### src/rtl/psw_map.svh
// Purpose: offsets, field positions and reset values of the status word
// Assumes: included by bare name wherever the status word is decoded
// Notes:   byte addresses on the register bus
`ifndef STATUS_WORD_MAP_SVH
`define STATUS_WORD_MAP_SVH

`define ADDR_W        4
`define STATUS_OFFSET 4'h0
`define BANK_OFFSET   4'h4
`define STATUS_RESET  8'h00
`define CARRY_BIT     7
`define NIB_FLAG_BIT  6
`define USER0_BIT     5
`define BS_HI_BIT     4
`define BS_LO_BIT     3
`define OVF_BIT       2
`define USER1_BIT     1
`define PAR_BIT       0
`define BANK_LOW_BITS 3'h0
`define BANK_LAST     5'h1f
`define BANK_TOP_IDX  5'h07
`define RESP_OKAY     2'h0
`define RESP_SLVERR   2'h2
`define NIB_CARRY_BIT 4
`define BYTE_MAX      16'h00ff

`endif

### src/rtl/psw_pkg.sv
// Purpose: types shared by the status word logic
// Assumes: nothing
// Notes:   the ALU event travels as one packed struct
package status_word_pkg;

    typedef enum logic [2:0] {
        op_none,
        op_add,
        op_addc,
        op_subb,
        op_mul,
        op_div
    } alu_op_type;

    typedef struct packed {
        logic       valid;
        alu_op_type op;
        logic [7:0] a;
        logic [7:0] b;
    } alu_event_type;

    typedef struct packed {
        logic nib_touch;
        logic nib_carry;
        logic ovf_touch;
        logic ovf;
    } flag_result_type;

endpackage

### src/rtl/flag_eval.sv
// Purpose: derive nibble carry and overflow from one ALU event
// Assumes: operands are the values the ALU used this cycle
// Notes:   purely combinational
`timescale 1ns/1ps
`include "psw_map.svh"

module flag_eval
    import status_word_pkg::*;
(
    input  wire alu_event_type   i_ev,
    input  wire logic            i_cy,
    output flag_result_type      o_res
);

    always_comb begin
        logic        cin;
        logic [4:0]  nib;
        logic [8:0]  full;
        logic [15:0] prod;
        cin   = 1'b0;
        nib   = 5'h00;
        full  = 9'h000;
        prod  = 16'h0000;
        o_res = '0;
        if (i_ev.valid) begin
            unique case (i_ev.op)
                op_none: begin
                end
                op_add, op_addc: begin
                    cin  = (i_ev.op == op_addc) ? i_cy : 1'b0;
                    nib  = {1'b0, i_ev.a[3:0]} + {1'b0, i_ev.b[3:0]}
                         + {4'h0, cin};
                    full = {1'b0, i_ev.a} + {1'b0, i_ev.b} + {8'h00, cin};
                    o_res.nib_touch = 1'b1;
                    o_res.nib_carry = nib[`NIB_CARRY_BIT];
                    o_res.ovf_touch = 1'b1;
                    o_res.ovf = (i_ev.a[7] == i_ev.b[7])
                             && (full[7] != i_ev.a[7]);
                end
                op_subb: begin
                    nib  = {1'b0, i_ev.a[3:0]} - {1'b0, i_ev.b[3:0]}
                         - {4'h0, i_cy};
                    full = {1'b0, i_ev.a} - {1'b0, i_ev.b} - {8'h00, i_cy};
                    o_res.nib_touch = 1'b1;
                    o_res.nib_carry = nib[`NIB_CARRY_BIT];
                    o_res.ovf_touch = 1'b1;
                    o_res.ovf = (i_ev.a[7] != i_ev.b[7])
                             && (full[7] != i_ev.a[7]);
                end
                op_mul: begin
                    prod = i_ev.a * i_ev.b;
                    o_res.ovf_touch = 1'b1;
                    o_res.ovf       = prod > `BYTE_MAX;
                end
                op_div: begin
                    o_res.ovf_touch = 1'b1;
                    o_res.ovf       = (i_ev.b == 8'h00);
                end
                default: begin
                end
            endcase
        end
    end

endmodule

### src/rtl/program_status_flags.sv
// Purpose: status word flags with AXI4-Lite register access
// Assumes: ALU events and accumulator come from the same clock domain
// Notes:   parity follows the accumulator one cycle late
// Behaviour
// - set nibble carry on nibble carry/borrow
// - clear nibble carry on add, addc, subb without one; mul and div leave it
// - two user flags, software writes only
// - bank select maps R0-R7 to 8-byte banks
// - bank 3 is the top eight bytes
// - signed overflow on add, addc, subb
// - overflow when product exceeds 255
// - overflow on divide by zero
//
// The address map and the AXI4-Lite slave port are this design's own decisions.
`timescale 1ns/1ps
`include "psw_map.svh"

module program_status_flags
    import status_word_pkg::*;
(
    input  wire logic                 i_clk,
    input  wire logic                 i_rstn,
    input  wire alu_event_type        i_alu,
    input  wire logic [7:0]           i_acc,
    output logic      [7:0]           o_status_word,
    output logic      [4:0]           o_bank_base,
    input  wire logic [`ADDR_W-1:0]   i_awaddr,
    input  wire logic                 i_awvalid,
    output logic                      o_awready,
    input  wire logic [31:0]          i_wdata,
    input  wire logic [3:0]           i_wstrb,
    input  wire logic                 i_wvalid,
    output logic                      o_wready,
    output logic      [1:0]           o_bresp,
    output logic                      o_bvalid,
    input  wire logic                 i_bready,
    input  wire logic [`ADDR_W-1:0]   i_araddr,
    input  wire logic                 i_arvalid,
    output logic                      o_arready,
    output logic      [31:0]          o_rdata,
    output logic      [1:0]           o_rresp,
    output logic                      o_rvalid,
    input  wire logic                 i_rready
);

    function automatic logic [4:0] bank_base(input logic [1:0] sel);
        return {sel, `BANK_LOW_BITS};
    endfunction

    flag_result_type res;
    flag_eval u_eval (
        .i_ev  (i_alu),
        .i_cy  (word_q[`CARRY_BIT]),
        .o_res (res)
    );

    // bus slave state
    logic                aw_hold_q, aw_hold_d;
    logic [`ADDR_W-1:0]  aw_addr_q, aw_addr_d;
    logic                w_hold_q, w_hold_d;
    logic [7:0]          w_byte_q, w_byte_d;
    logic                w_lane_q, w_lane_d;
    logic                awready_q, awready_d;
    logic                wready_q, wready_d;
    logic                bvalid_q, bvalid_d;
    logic [1:0]          bresp_q, bresp_d;
    logic                arready_q, arready_d;
    logic                rvalid_q, rvalid_d;
    logic [1:0]          rresp_q, rresp_d;
    logic [31:0]         rdata_q, rdata_d;
    logic                do_write;
    logic                word_wr;

    // status word state
    logic [7:0]          word_q, word_d;
    logic [4:0]          base_q, base_d;

    always_comb begin
        aw_hold_d = aw_hold_q | (i_awvalid & awready_q);
        aw_addr_d = (i_awvalid & awready_q) ? i_awaddr : aw_addr_q;
        w_hold_d  = w_hold_q | (i_wvalid & wready_q);
        w_byte_d  = (i_wvalid & wready_q) ? i_wdata[7:0] : w_byte_q;
        w_lane_d  = (i_wvalid & wready_q) ? i_wstrb[0] : w_lane_q;
        bvalid_d  = bvalid_q & ~i_bready;
        bresp_d   = bresp_q;
        // both halves held and no answer pending: commit now
        do_write  = aw_hold_q & w_hold_q & ~bvalid_q;
        word_wr   = do_write & (aw_addr_q == `STATUS_OFFSET) & w_lane_q;
        if (do_write) begin
            aw_hold_d = 1'b0;
            w_hold_d  = 1'b0;
            bvalid_d  = 1'b1;
            bresp_d   = (aw_addr_q == `STATUS_OFFSET) ? `RESP_OKAY
                                                      : `RESP_SLVERR;
        end
        awready_d = ~aw_hold_d & ~(do_write | bvalid_q);
        wready_d  = ~w_hold_d & ~(do_write | bvalid_q);
    end

    always_comb begin
        rvalid_d = rvalid_q & ~i_rready;
        rresp_d  = rresp_q;
        rdata_d  = rdata_q;
        if (i_arvalid & arready_q) begin
            rvalid_d = 1'b1;
            rresp_d  = `RESP_OKAY;
            rdata_d  = 32'h0000_0000;
            unique case (i_araddr)
                `STATUS_OFFSET: rdata_d[7:0] = word_q;
                `BANK_OFFSET: rdata_d[4:0] = base_q;
                default:      rresp_d      = `RESP_SLVERR;
            endcase
        end
        arready_d = ~rvalid_d;
    end

    always_ff @(posedge i_clk or negedge i_rstn) begin
        if (!i_rstn) begin
            aw_hold_q <= 1'b0;
            aw_addr_q <= '0;
            w_hold_q  <= 1'b0;
            w_byte_q  <= 8'h00;
            w_lane_q  <= 1'b0;
            awready_q <= 1'b0;
            wready_q  <= 1'b0;
            bvalid_q  <= 1'b0;
            bresp_q   <= `RESP_OKAY;
            arready_q <= 1'b0;
            rvalid_q  <= 1'b0;
            rresp_q   <= `RESP_OKAY;
            rdata_q   <= 32'h0000_0000;
        end else begin
            aw_hold_q <= aw_hold_d;
            aw_addr_q <= aw_addr_d;
            w_hold_q  <= w_hold_d;
            w_byte_q  <= w_byte_d;
            w_lane_q  <= w_lane_d;
            awready_q <= awready_d;
            wready_q  <= wready_d;
            bvalid_q  <= bvalid_d;
            bresp_q   <= bresp_d;
            arready_q <= arready_d;
            rvalid_q  <= rvalid_d;
            rresp_q   <= rresp_d;
            rdata_q   <= rdata_d;
        end
    end

    // alu result beats a software write to the same flag
    always_comb begin
        word_d = word_q;
        if (word_wr) begin
            word_d[`CARRY_BIT]    = w_byte_q[`CARRY_BIT];
            word_d[`NIB_FLAG_BIT] = w_byte_q[`NIB_FLAG_BIT];
            word_d[`USER0_BIT]    = w_byte_q[`USER0_BIT];
            word_d[`USER1_BIT]    = w_byte_q[`USER1_BIT];
            word_d[`BS_HI_BIT:`BS_LO_BIT] =
                w_byte_q[`BS_HI_BIT:`BS_LO_BIT];
            word_d[`OVF_BIT]      = w_byte_q[`OVF_BIT];
        end
        if (res.nib_touch) begin
            word_d[`NIB_FLAG_BIT] = res.nib_carry;
        end
        if (res.ovf_touch) begin
            word_d[`OVF_BIT] = res.ovf;
        end
        word_d[`PAR_BIT] = ^i_acc;
        base_d = bank_base(word_d[`BS_HI_BIT:`BS_LO_BIT]);
    end

    always_ff @(posedge i_clk or negedge i_rstn) begin
        if (!i_rstn) begin
            word_q <= `STATUS_RESET;
            base_q <= 5'h00;
        end else begin
            word_q <= word_d;
            base_q <= base_d;
        end
    end

    assign o_status_word = word_q;
    assign o_bank_base   = base_q;
    assign o_awready   = awready_q;
    assign o_wready    = wready_q;
    assign o_bvalid    = bvalid_q;
    assign o_bresp     = bresp_q;
    assign o_arready   = arready_q;
    assign o_rvalid    = rvalid_q;
    assign o_rresp     = rresp_q;
    assign o_rdata     = rdata_q;
endmodule

### config.mk
export PLATFORM = sky130hd
export DESIGN_NAME = program_status_flags
export DESIGN_NICKNAME = d
export VERILOG_FILES = /design/src/rtl/psw_pkg.sv /design/src/rtl/flag_eval.sv /design/src/rtl/program_status_flags.sv
export VERILOG_INCLUDE_DIRS = /design/src /design/src/rtl
export SDC_FILE = /design/constraint.sdc
export NUM_CORES = 1
export LEC_CHECK = 0
export BUFFER_PORTS_ARGS = -buffer_cell sky130_fd_sc_hd__buf_2
export CELL_PAD_IN_SITES_DETAIL_PLACEMENT = 0
export CELL_PAD_IN_SITES_GLOBAL_PLACEMENT = 1
export CORE_ASPECT_RATIO = 0.7
export CORE_UTILIZATION = 43
export CTS_BUF_LIST = sky130_fd_sc_hd__clkbuf_8
export CTS_CLUSTER_SIZE = 8
export DETAILED_ROUTE_END_ITERATION = 12
export GPL_TIMING_DRIVEN = 0
export PLACE_DENSITY = 0.9
export REMOVE_ABC_BUFFERS = 1
export SLEW_MARGIN = 10
export SYNTH_ARGS = -nofsm -noshare
export SYNTH_HDL_FRONTEND = slang
export SYNTH_SLANG_ARGS = --single-unit
### constraint.sdc
create_clock -name i_clk -period 3.3 [get_ports i_clk]
set_input_delay 0.495 -clock i_clk [delete_from_list [all_inputs] [get_ports i_clk]]
set_output_delay 0.495 -clock i_clk [all_outputs]
set_load 0.01 [all_outputs]
After elaboration in Yosys (flattened, before gate mapping) --
Cells that the tools add are included.
Word-level totals: ROM bits 0, RAM bits 0, memories 0, flip-flop bits (word level) 42, bits in latches 0, input bits 79
Cells by class: muxes and demuxes 15, shift operators 0, divide/modulo/power cells 0, equal/unequal tests 10, $add $sub $neg 8, multiply operators 1, bitwise gates (word level) 21, reduce and logical (&&, ||, !) cells 10, $lt $le $gt $ge 1
Operators by type and width (count):
- 16-bit by 8-bit greater-than comparator with 1-bit output (second input constant) | 1
- 8-bit by 8-bit multiplier with 16-bit output | 1
- 1-bit bitwise AND | 11
- 5-bit one-hot mux with 2 select lines | 1
- 8-bit by 1-bit adder with 8-bit output | 1
- 8-bit adder | 1
- 4-bit logical NOT | 2
- 8-bit logical NOT | 1
- 2-bit one-hot mux with 4 select lines | 1
- 8-bit parity | 1
- 8-bit by 1-bit subtractor with 8-bit output | 1
- 8-bit subtractor | 1
- 1-bit two-way mux | 7
- 1-bit NOT | 7
- 3-bit by 2-bit equality test with 1-bit output (second input constant) | 2
- 3-bit equality test (second input constant) | 2
- 6-bit two-way mux | 1
- 4-bit by 4-bit adder with 5-bit output | 1
- 5-bit by 1-bit adder with 5-bit output | 1
- 4-bit by 4-bit subtractor with 5-bit output | 1
- 5-bit by 1-bit subtractor with 5-bit output | 1
- 4-bit by 3-bit equality test with 1-bit output (second input constant) | 1
- 2-bit two-way mux | 2
- 4-bit two-way mux | 1
- other kinds (9) | 16

Logic depth before layout (Yosys ltp) --
Gate-level depths: netlist of the first run.
word-level depth 8, gate-level depth with buffers 17, depth with buffers taken out 17

Cells and area by module --
From an unflattened synthesis of the first run, not the netlist that was laid out.
Unflattened totals: cell total of the unflattened synthesis 456, area total of the unflattened synthesis 4347.9 um^2
By module, submodules not included:
- flag_eval | area each 2602.5 um^2, instances 1, cells each 314, sequential area each 0.0 um^2
- program_status_flags | area each 1745.4 um^2, instances 1, cells each 142, sequential area each 925.9 um^2

Worst setup path after synthesis of the first run --
No wires, ideal clock.
path kind in2reg, start in i_alu[4] in the netlist's numbering, end reg word_q[2], in the netlist o_status_word[2], stages on the path 15, required time 3165 ps, setup slack -1183 ps, setup time 135 ps, buffers on the path 0, arrival 4347 ps, cell sequence ha_1 fa_1 fa_1 fa_1 inv_1 fa_1 inv_1 ha_1 nand3_1 o2111ai_1 a21o_1 a21oi_1 mux2i_1 o41ai_1 nand3_1
Between the ends: word-level cells in the longest chain between the ends 7, elaborated cells between the ends (all ways) 14, those cells by class 4 x add/sub; 1 x mul; 1 x order compare; 2 x eq/ne; 3 x mux; 3 x reduce/logical
Ends and longest elaborated chain:
- from (decl) | line program_status_flags.sv:23 | input wire alu_event_type i_alu,
- parallel branches: the longest is 4 deep, another holds 8-bit by 8-bit multiplier with 16-bit output
- 2-bit one-hot mux with 4 select lines * | line flag_eval.sv:26 | unique case (i_ev.op)
- 4-bit two-way mux * | line flag_eval.sv:25 | if (i_ev.valid) begin
- 1-bit two-way mux * | line program_status_flags.sv:164 | if (res.ovf_touch) begin
- to (signal assigned) | line program_status_flags.sv:173 | word_q <= `STATUS_RESET;
- to (signal assigned) | line program_status_flags.sv:176 | word_q <= word_d;
- to (decl) | line program_status_flags.sv:75 | logic [7:0] word_q, word_d;
Every way passes the cells marked *. A chain may end at the register's enable or synchronous reset.

Worst setup path after layout of the first run --
start in i_alu[14] in the netlist's numbering, end reg word_q[2], in the netlist o_status_word[2]
The elaborated chain is that of the path after synthesis.

==> run metrics, run 1 <==
status=complete, but fails checks; failing checks=negative setup slack; synth top area cells=dfrtp_1 (22%), fa_1 (17%), ha_1 (16%), inv_1 (6.3%), buf_4 (5.6%); CTS clk-pin slew, worst paths=0.08 ns; CP Launch Type=input port; FF+latch area=926 sq um; drt drc=0; global placement routability congestion=0.890; Mean Syn Cell Area=9.40 sq um; Setup Viol. Count Final=1; row count=29; Place WS=-1.72 ns; Post-Syn Instances=453; GR Overflow Total=0; Vias=3344; final total power=2.88 mW; final core utilization=55.0%; M3 GR Usage=2.28%; Hold-fix buffers, CTS=0; met2 Usage GRT=34.8%; max_cap viols=0; worst r2r dst=o_status_word[2]$_DFFE_PN0P_; commonest non-fill, non-tap cells in the layout=inv_1 (69), buf_2 (61), ha_1 (46); register area share after synthesis=21.7%; largest net degree at the start of global routing=38; final net count=707; CTS tree=yes; number of CTS-inserted buffers=5; Leak=2.65 nW; antenna viol nets, final=0; Initial Util=45.7%; Routed WL=10000 um; Hold WC Path Type=input port to async pin; Slew @ Worst Pin=0.891 ns; DIE HEIGHT=85.3 um; largest area contributor in the netlist=dfrtp_1; floorplan core area=0.00933 sq mm; R2R Path Start=o_status_word[7]$_DFFE_PN0P_; Ant. Diodes=0; min Tclk post-route=4.20 ns; CP arrival=4.36 ns; flops & latches, synth=37; vias per cell=5.05; Worst Slack Setup Final=-0.902 ns; CTS Sinks=37; vias in the first global route=3541; pwr/cell area=561 mW/mm^2; FILL cells=866; RSZ-0062 raised after global routing=yes; most common cell after layout, fill and taps aside=inv_1; critical path class=input port to register; die footprint=0.0103 sq mm; Layout Cells excl Fill=662; Max Fclk=0.238 GHz; dpl hpwl=8200 um; Most Crowded Layer GR=met2; area of the multi-input gates=0.00310 sq mm; # placed instances=646; antenna violations before repair=0; fraction of registers with async set/reset=100%; Hold Violations, Final=0; worst-case clock buffer depth=2; CP Max Fanout=6; Post-synth EDFFs=0; R2R cell count=11; Netlist cell types=46; Clk Latency, worst-skew pair=0.29 ns; share of cells above drive strength 1=26.6%; Critical Path RT=3.46 ns; htree depth=2; Area Growth Syn to Fin=20.5%; Final Slew Violations=0; Worst slew margin=40.5%; endpoint class of the critical path=register; clock root cell=clkbuf_8; Starting DRT DRC Count=123; Max VDD drop=0.335 mV; Synth top area share=21.7%; first-pass GRT wire length=16900 um; Yosys Warn Count=0; Avg WL per Cell=15.1 um; number of iterations in the first detailed-routing pass=4; Synth Flop Type=dfrtp_1; met1 usage=29.5%; Die X=121 um; r2r setup slk=0.83 ns; Clock Skew=0.00677 ns; # IOs=133; Final Cycle Share=127%; All-Layer GR Usage=20.7%; Port Buf Inserts=75; Netlist Area Pre-Place=0.00426 sq mm
## report_power, final
group / internal, mW / switching, mW / total, mW / leakage [nW]
Clock: 0.300 / 0.166 / 0.466 / 0.0681
Sequential: 0.600 / 0.0975 / 0.697 / 0.460
Combinational: 0.814 / 0.902 / 1.72 / 2.12
## layer usage
layer  vias up  wire [um]  share of wire (%)
li1       1599          -                  -
met1      1646       4770                 48
met2        92       4720                 47
met3         7        484                4.8
met4         0         51               0.51
met5         -          0                  0
## what timing repair did
item | 4_1_cts | 5_1_grt
setup buffers | 8 | 0
resized for setup | 66 | 5
endpoints found under the setup margin | 1 | 1
pin swaps | 25 | 6
## state kept, by name, indices dropped and copies added (netlist names)
name	flops
o_rresp	1
aw_addr_q	4
o_rdata	8
w_hold_q	1
o_rvalid	1
o_status_word	6
o_bresp	1
o_arready	1
o_bank_base	2
w_byte_q	7
w_lane_q	1
aw_hold_q	1
o_wready	1
o_bvalid	1
o_awready	1
## cells in the mapped netlist, types with 2 or more instances
master and number:
inv_1 71, ha_1 55, dfrtp_1 37, fa_1 36, and2_1 35, buf_4 32, nand2_1 30, nor2_1 23
mux2_2 17, a21oi_1 14, o21ai_0 11, xnor2_1 11, nor3_1 8, nand3_1 7, a22o_1 6, nor2b_1 6
xor2_1 5, a21o_1 4, nand4_1 4, a211o_1 3, a31oi_1 3, and3_1 3, mux2i_1 3, a2111oi_0 2
a211oi_1 2, clkbuf_1 2, nand2b_1 2, nor4_1 2, o41ai_1 2
## through the flow
stage	area, sq um	TNS [ns]	hold WS (ns)
CTS	5110	-0.907	0.308
global placement	4650	-1.72	0.460
finish	5130	-0.902	0.291
floorplan	4120	-1.18	0.199
global route	5130	-1.07	0.354
detailed placement	4650	-1.72	0.476
## logic make-up after synthesis
kind of cell | count (synthesis) | share of synthesized area [%]
compound gates | 55 | 8.81
xor+xnor | 16 | 3.29
fa+ha+maj | 91 | 33.1
buf+inv | 105 | 12.1
flops | 37 | 21.7
mux | 20 | 5.20
other cells | 1 | 0.0880
simple gates | 128 | 15.7
## how the worst max path moves through the flow
stage                         start                           end  slack, ns  depth (start not counted)
after floorplan            i_alu[4]  o_status_word[2]$_DFFE_PN0P_      -1.18                         15
after global placement     i_alu[4]  o_status_word[2]$_DFFE_PN0P_      -1.72                         16
after detailed placement   i_alu[4]  o_status_word[2]$_DFFE_PN0P_      -1.72                         16
after CTS                 i_alu[14]  o_status_word[2]$_DFFE_PN0P_      -0.91                         16
after global routing      i_alu[11]  o_status_word[2]$_DFFE_PN0P_      -1.07                         16
final                     i_alu[14]  o_status_word[2]$_DFFE_PN0P_      -0.90                         17
## final cells by class
cell class              count  share of cell area, %
clock buffers               5                   1.34
clock inverters             3                   1.27
inverters                  71                   5.19
multi-input cells         339                   60.5
flip-flops and latches     37                   18.0
well taps                 124                   3.02
repair buffers             83                   10.7
## worst max-delay path, stage by stage
cell and delay (ns):
buf_8 0.11, and2_4 0.15, fa_1 0.56, fa_1 0.44, fa_1 0.51, inv_1 0.05, fa_1 0.49, inv_2 0.05
ha_4 0.24, nand2_1 0.11, o2111ai_4 0.16, buf_4 0.17, a21o_1 0.18, a21oi_2 0.16, nor3_1 0.08, o41ai_2 0.31
nand3_1 0.10
Power figures use the tool's default switching activity.
==> inputs of run 2 (changes only) <==
CAP_MARGIN = 25   (was not set)
CELL_PAD_IN_SITES_DETAIL_PLACEMENT = 1   (was 0)
CELL_PAD_IN_SITES_GLOBAL_PLACEMENT = 2   (was 1)
CORE_UTILIZATION = 34   (was 43)
PLACE_DENSITY = 0.89   (was 0.9)
==> run 2 against run 1 <==
The run still ends with negative setup slack left. Utilization decreased by 12 points. Wire length is 11% higher. Hold slack gained 0.0045 ns. Maximum frequency grew 1.3%. Critical path depth decreased by 1. Largest cell class unchanged. Critical path type unchanged.
==> run metrics, run 2 (synthesis gave the netlist of run 1 again) <==
commonest non-fill, non-tap cells in the layout=inv_1 (68), buf_2 (61), ha_1 (46) (was inv_1 (69), buf_2 (61), ha_1 (46)); Area after DPL=0.00469 sq mm (was 0.00465 sq mm); CP Max Fanout=6 (unchanged); Starting DRT DRC Count=103 (was 123); Hold Violations, Final=0 (unchanged); Clk Latency, worst-skew pair=0.29 ns (about the same); drt drc=0 (unchanged); final net count=704 (was 707); critical path class=input port to register (unchanged); pwr/cell area=546 mW/mm^2 (was 561 mW/mm^2); number of iterations in the first detailed-routing pass=4 (unchanged); crit-path max cell delay=0.56 ns (about the same); CP cell instances=buf_12 -> and2_4 -> fa_1 -> fa_1 -> fa_1 -> inv_1 -> fa_1 -> inv_2 -> ha_4 -> nand3_4 -> o2111ai_4 -> a21o_1 -> a21oi_2 -> mux2i_1 -> o41ai_2 -> nand3_1 (was buf_8 -> and2_4 -> fa_1 -> fa_1 -> fa_1 -> inv_1 -> fa_1 -> inv_2 -> ha_4 -> nand2_1 -> o2111ai_4 -> buf_4 -> a21o_1 -> a21oi_2 -> nor3_1 -> o41ai_2 -> nand3_1); endpoint class of the critical path=register (unchanged); Die X=136 um (was 121 um); max reg flops=8 (unchanged); global placement routability congestion=0.800 (was 0.890); delay-heaviest family, CP=adder cells (unchanged); CP max-delay cell=fa_1 (unchanged); CTS Sinks=37 (unchanged); # placed instances=679 (was 646); Leak=2.62 nW (was 2.65 nW); clock root cell=clkbuf_8 (unchanged); Worst Slack Setup Final=-0.848 ns (was -0.902 ns); vias per cell=4.88 (was 5.05); failing checks=negative setup slack (unchanged); status=complete, but fails checks (unchanged); Crit path buffers/inverters=3 (was 4); RSZ-0062 raised after global routing=yes (unchanged); All-Layer GR Usage=18.6% (was 20.7%); Hold WC Path Type=input port to async pin (unchanged); Routed WL=11200 um (was 10000 um); largest net degree at the start of global routing=38 (unchanged); worst-case clock buffer depth=2 (unchanged); FF+latch area=926 sq um (unchanged); Final Slew Violations=0 (unchanged); min Tclk post-route=4.15 ns (was 4.20 ns); Clock Skew=0.00366 ns (was 0.00677 ns); Hold-fix buffers, CTS=0 (unchanged); floorplan core area=0.0119 sq mm (was 0.00933 sq mm); GR Overflow Total=0 (unchanged); Max Fclk=0.241 GHz (was 0.238 GHz); Slew @ Worst Pin=0.877 ns (was 0.891 ns); vias in the first global route=3704 (was 3541); Area Growth Syn to Fin=20.5% (unchanged); Initial Util=35.7% (was 45.7%); first-pass GRT wire length=18600 um (was 16900 um); CTS tree=yes (unchanged); # IOs=133 (unchanged); Most Crowded Layer GR=met2 (unchanged); antenna violations before repair=0 (unchanged); Final Cycle Share=126% (was 127%); Ant. Diodes=0 (unchanged); Worst slew margin=41.4% (was 40.5%); most common cell after layout, fill and taps aside=inv_1 (unchanged); Avg WL per Cell=16.1 um (was 15.1 um); CTS clk-pin slew, worst paths=0.07 ns (was 0.08 ns); row count=33 (was 29); CP most frequent cell=fa_1 (unchanged); M3 GR Usage=2.98% (was 2.28%); number of CTS-inserted buffers=5 (unchanged); design area=0.00513 sq mm (unchanged); DIE HEIGHT=95.6 um (was 85.3 um); Port Buf Inserts=75 (unchanged); Setup Viol. Count Final=1 (unchanged); htree depth=2 (unchanged); final total power=2.80 mW (was 2.88 mW); Max VDD drop=0.230 mV (was 0.335 mV); die footprint=0.0130 sq mm (was 0.0103 sq mm); Vias=3377 (was 3344); max_cap viols=0 (unchanged); met2 Usage GRT=31.6% (was 34.8%); final core utilization=43.0% (was 55.0%); share of cells above drive strength 1=26.5% (was 26.6%); antenna viol nets, final=0 (unchanged); CP arrival=4.31 ns (was 4.36 ns); FILL cells=1397 (was 866); met1 usage=25.3% (was 29.5%); CP Launch Type=input port (unchanged); Layout Cells excl Fill=692 (was 662); dpl hpwl=9140 um (was 8200 um); Critical Path RT=3.46 ns (about the same); area of the multi-input gates=0.00313 sq mm (was 0.00310 sq mm); setup TNS=-0.848 ns (was -0.902 ns)
==> run 2: cell count changes in the layout (fill, tap and decap cells not counted), moves of 2 or more <==
| cell | delta |
|---|---|
| clkbuf_8 | +2 |
| buf_8 | -3 |
| buf_4 | -3 |
| buf_6 | +3 |
| bufinv_16 | -2 |
==> run 2: area by class of cell <==
cell class	instances	share of cell area [%]
Clock buffer	7	1.88
Clock inverter	1	0.0975
Inverter	71	5.19
Multi-Input combinational cell	339	61.0
Sequential cell	37	18.0
Tap cell	157	3.83
Timing Repair Buffer	80	10.0
==> run 2: metrics by stage <==
step / hold slack [ns] / worst slack [ns]
final: 0.296 / -0.848
after floorplan: 0.199 / -1.18
after CTS: 0.316 / -0.882
after global placement: 0.468 / -1.73
after detailed placement: 0.475 / -1.82
after global routing: 0.358 / -1.03
==> run 2: worst reg2reg max path: cells and delay by family (launching register included) <==
family                     cells  cell delay [ns]
AOI/OAI and AO/OA              4             0.98
adders and majority gates      2             0.53
DFF                            1             0.43
and+or+nand+nor                3             0.28
xor gates and xnor gates       1             0.09
buffers and inverters          1             0.06
==> run 2: timing repair <==
action                                  4_1_cts  5_1_grt
buffers inserted                              5        0
pin swaps                                    29        4
endpoints found under the setup margin        1        1
gates resized for setup                      68        5
==> run 2: worst paths after layout <==
path                                         startpoint  slack (ns)  depth (start not counted)                            to
setup / recovery                               i_alu[5]       -0.85                         16  o_status_word[2]$_DFFE_PN0P_
hold / removal                                   i_rstn        0.30                          1        o_rdata[4]$_DFFE_PN0P_
setup reg to reg           o_status_word[7]$_DFFE_PN0P_        0.80                         11  o_status_word[2]$_DFFE_PN0P_
hold reg to reg                  o_rdata[3]$_DFFE_PN0P_        0.48                          2        o_rdata[3]$_DFFE_PN0P_
max in group asynchronous                        i_rstn        2.48                          1      aw_addr_q[1]$_DFFE_PN0P_
min in group i_clk                             i_bready        0.38                          2            o_bvalid$_DFF_PN0_
==> run 2: power by group <==
part	switching, mW	internal (mW)
clock network	0.156	0.189
logic	0.938	0.824
registers	0.0938	0.600
total	1.19	1.61
==> run 2: metal layers <==
metal	share of wire, %	vias to the layer above
li1	-	1592
met1	46	1699
met2	50	80
met3	3.4	6
met4	0.66	0
met5	0	-
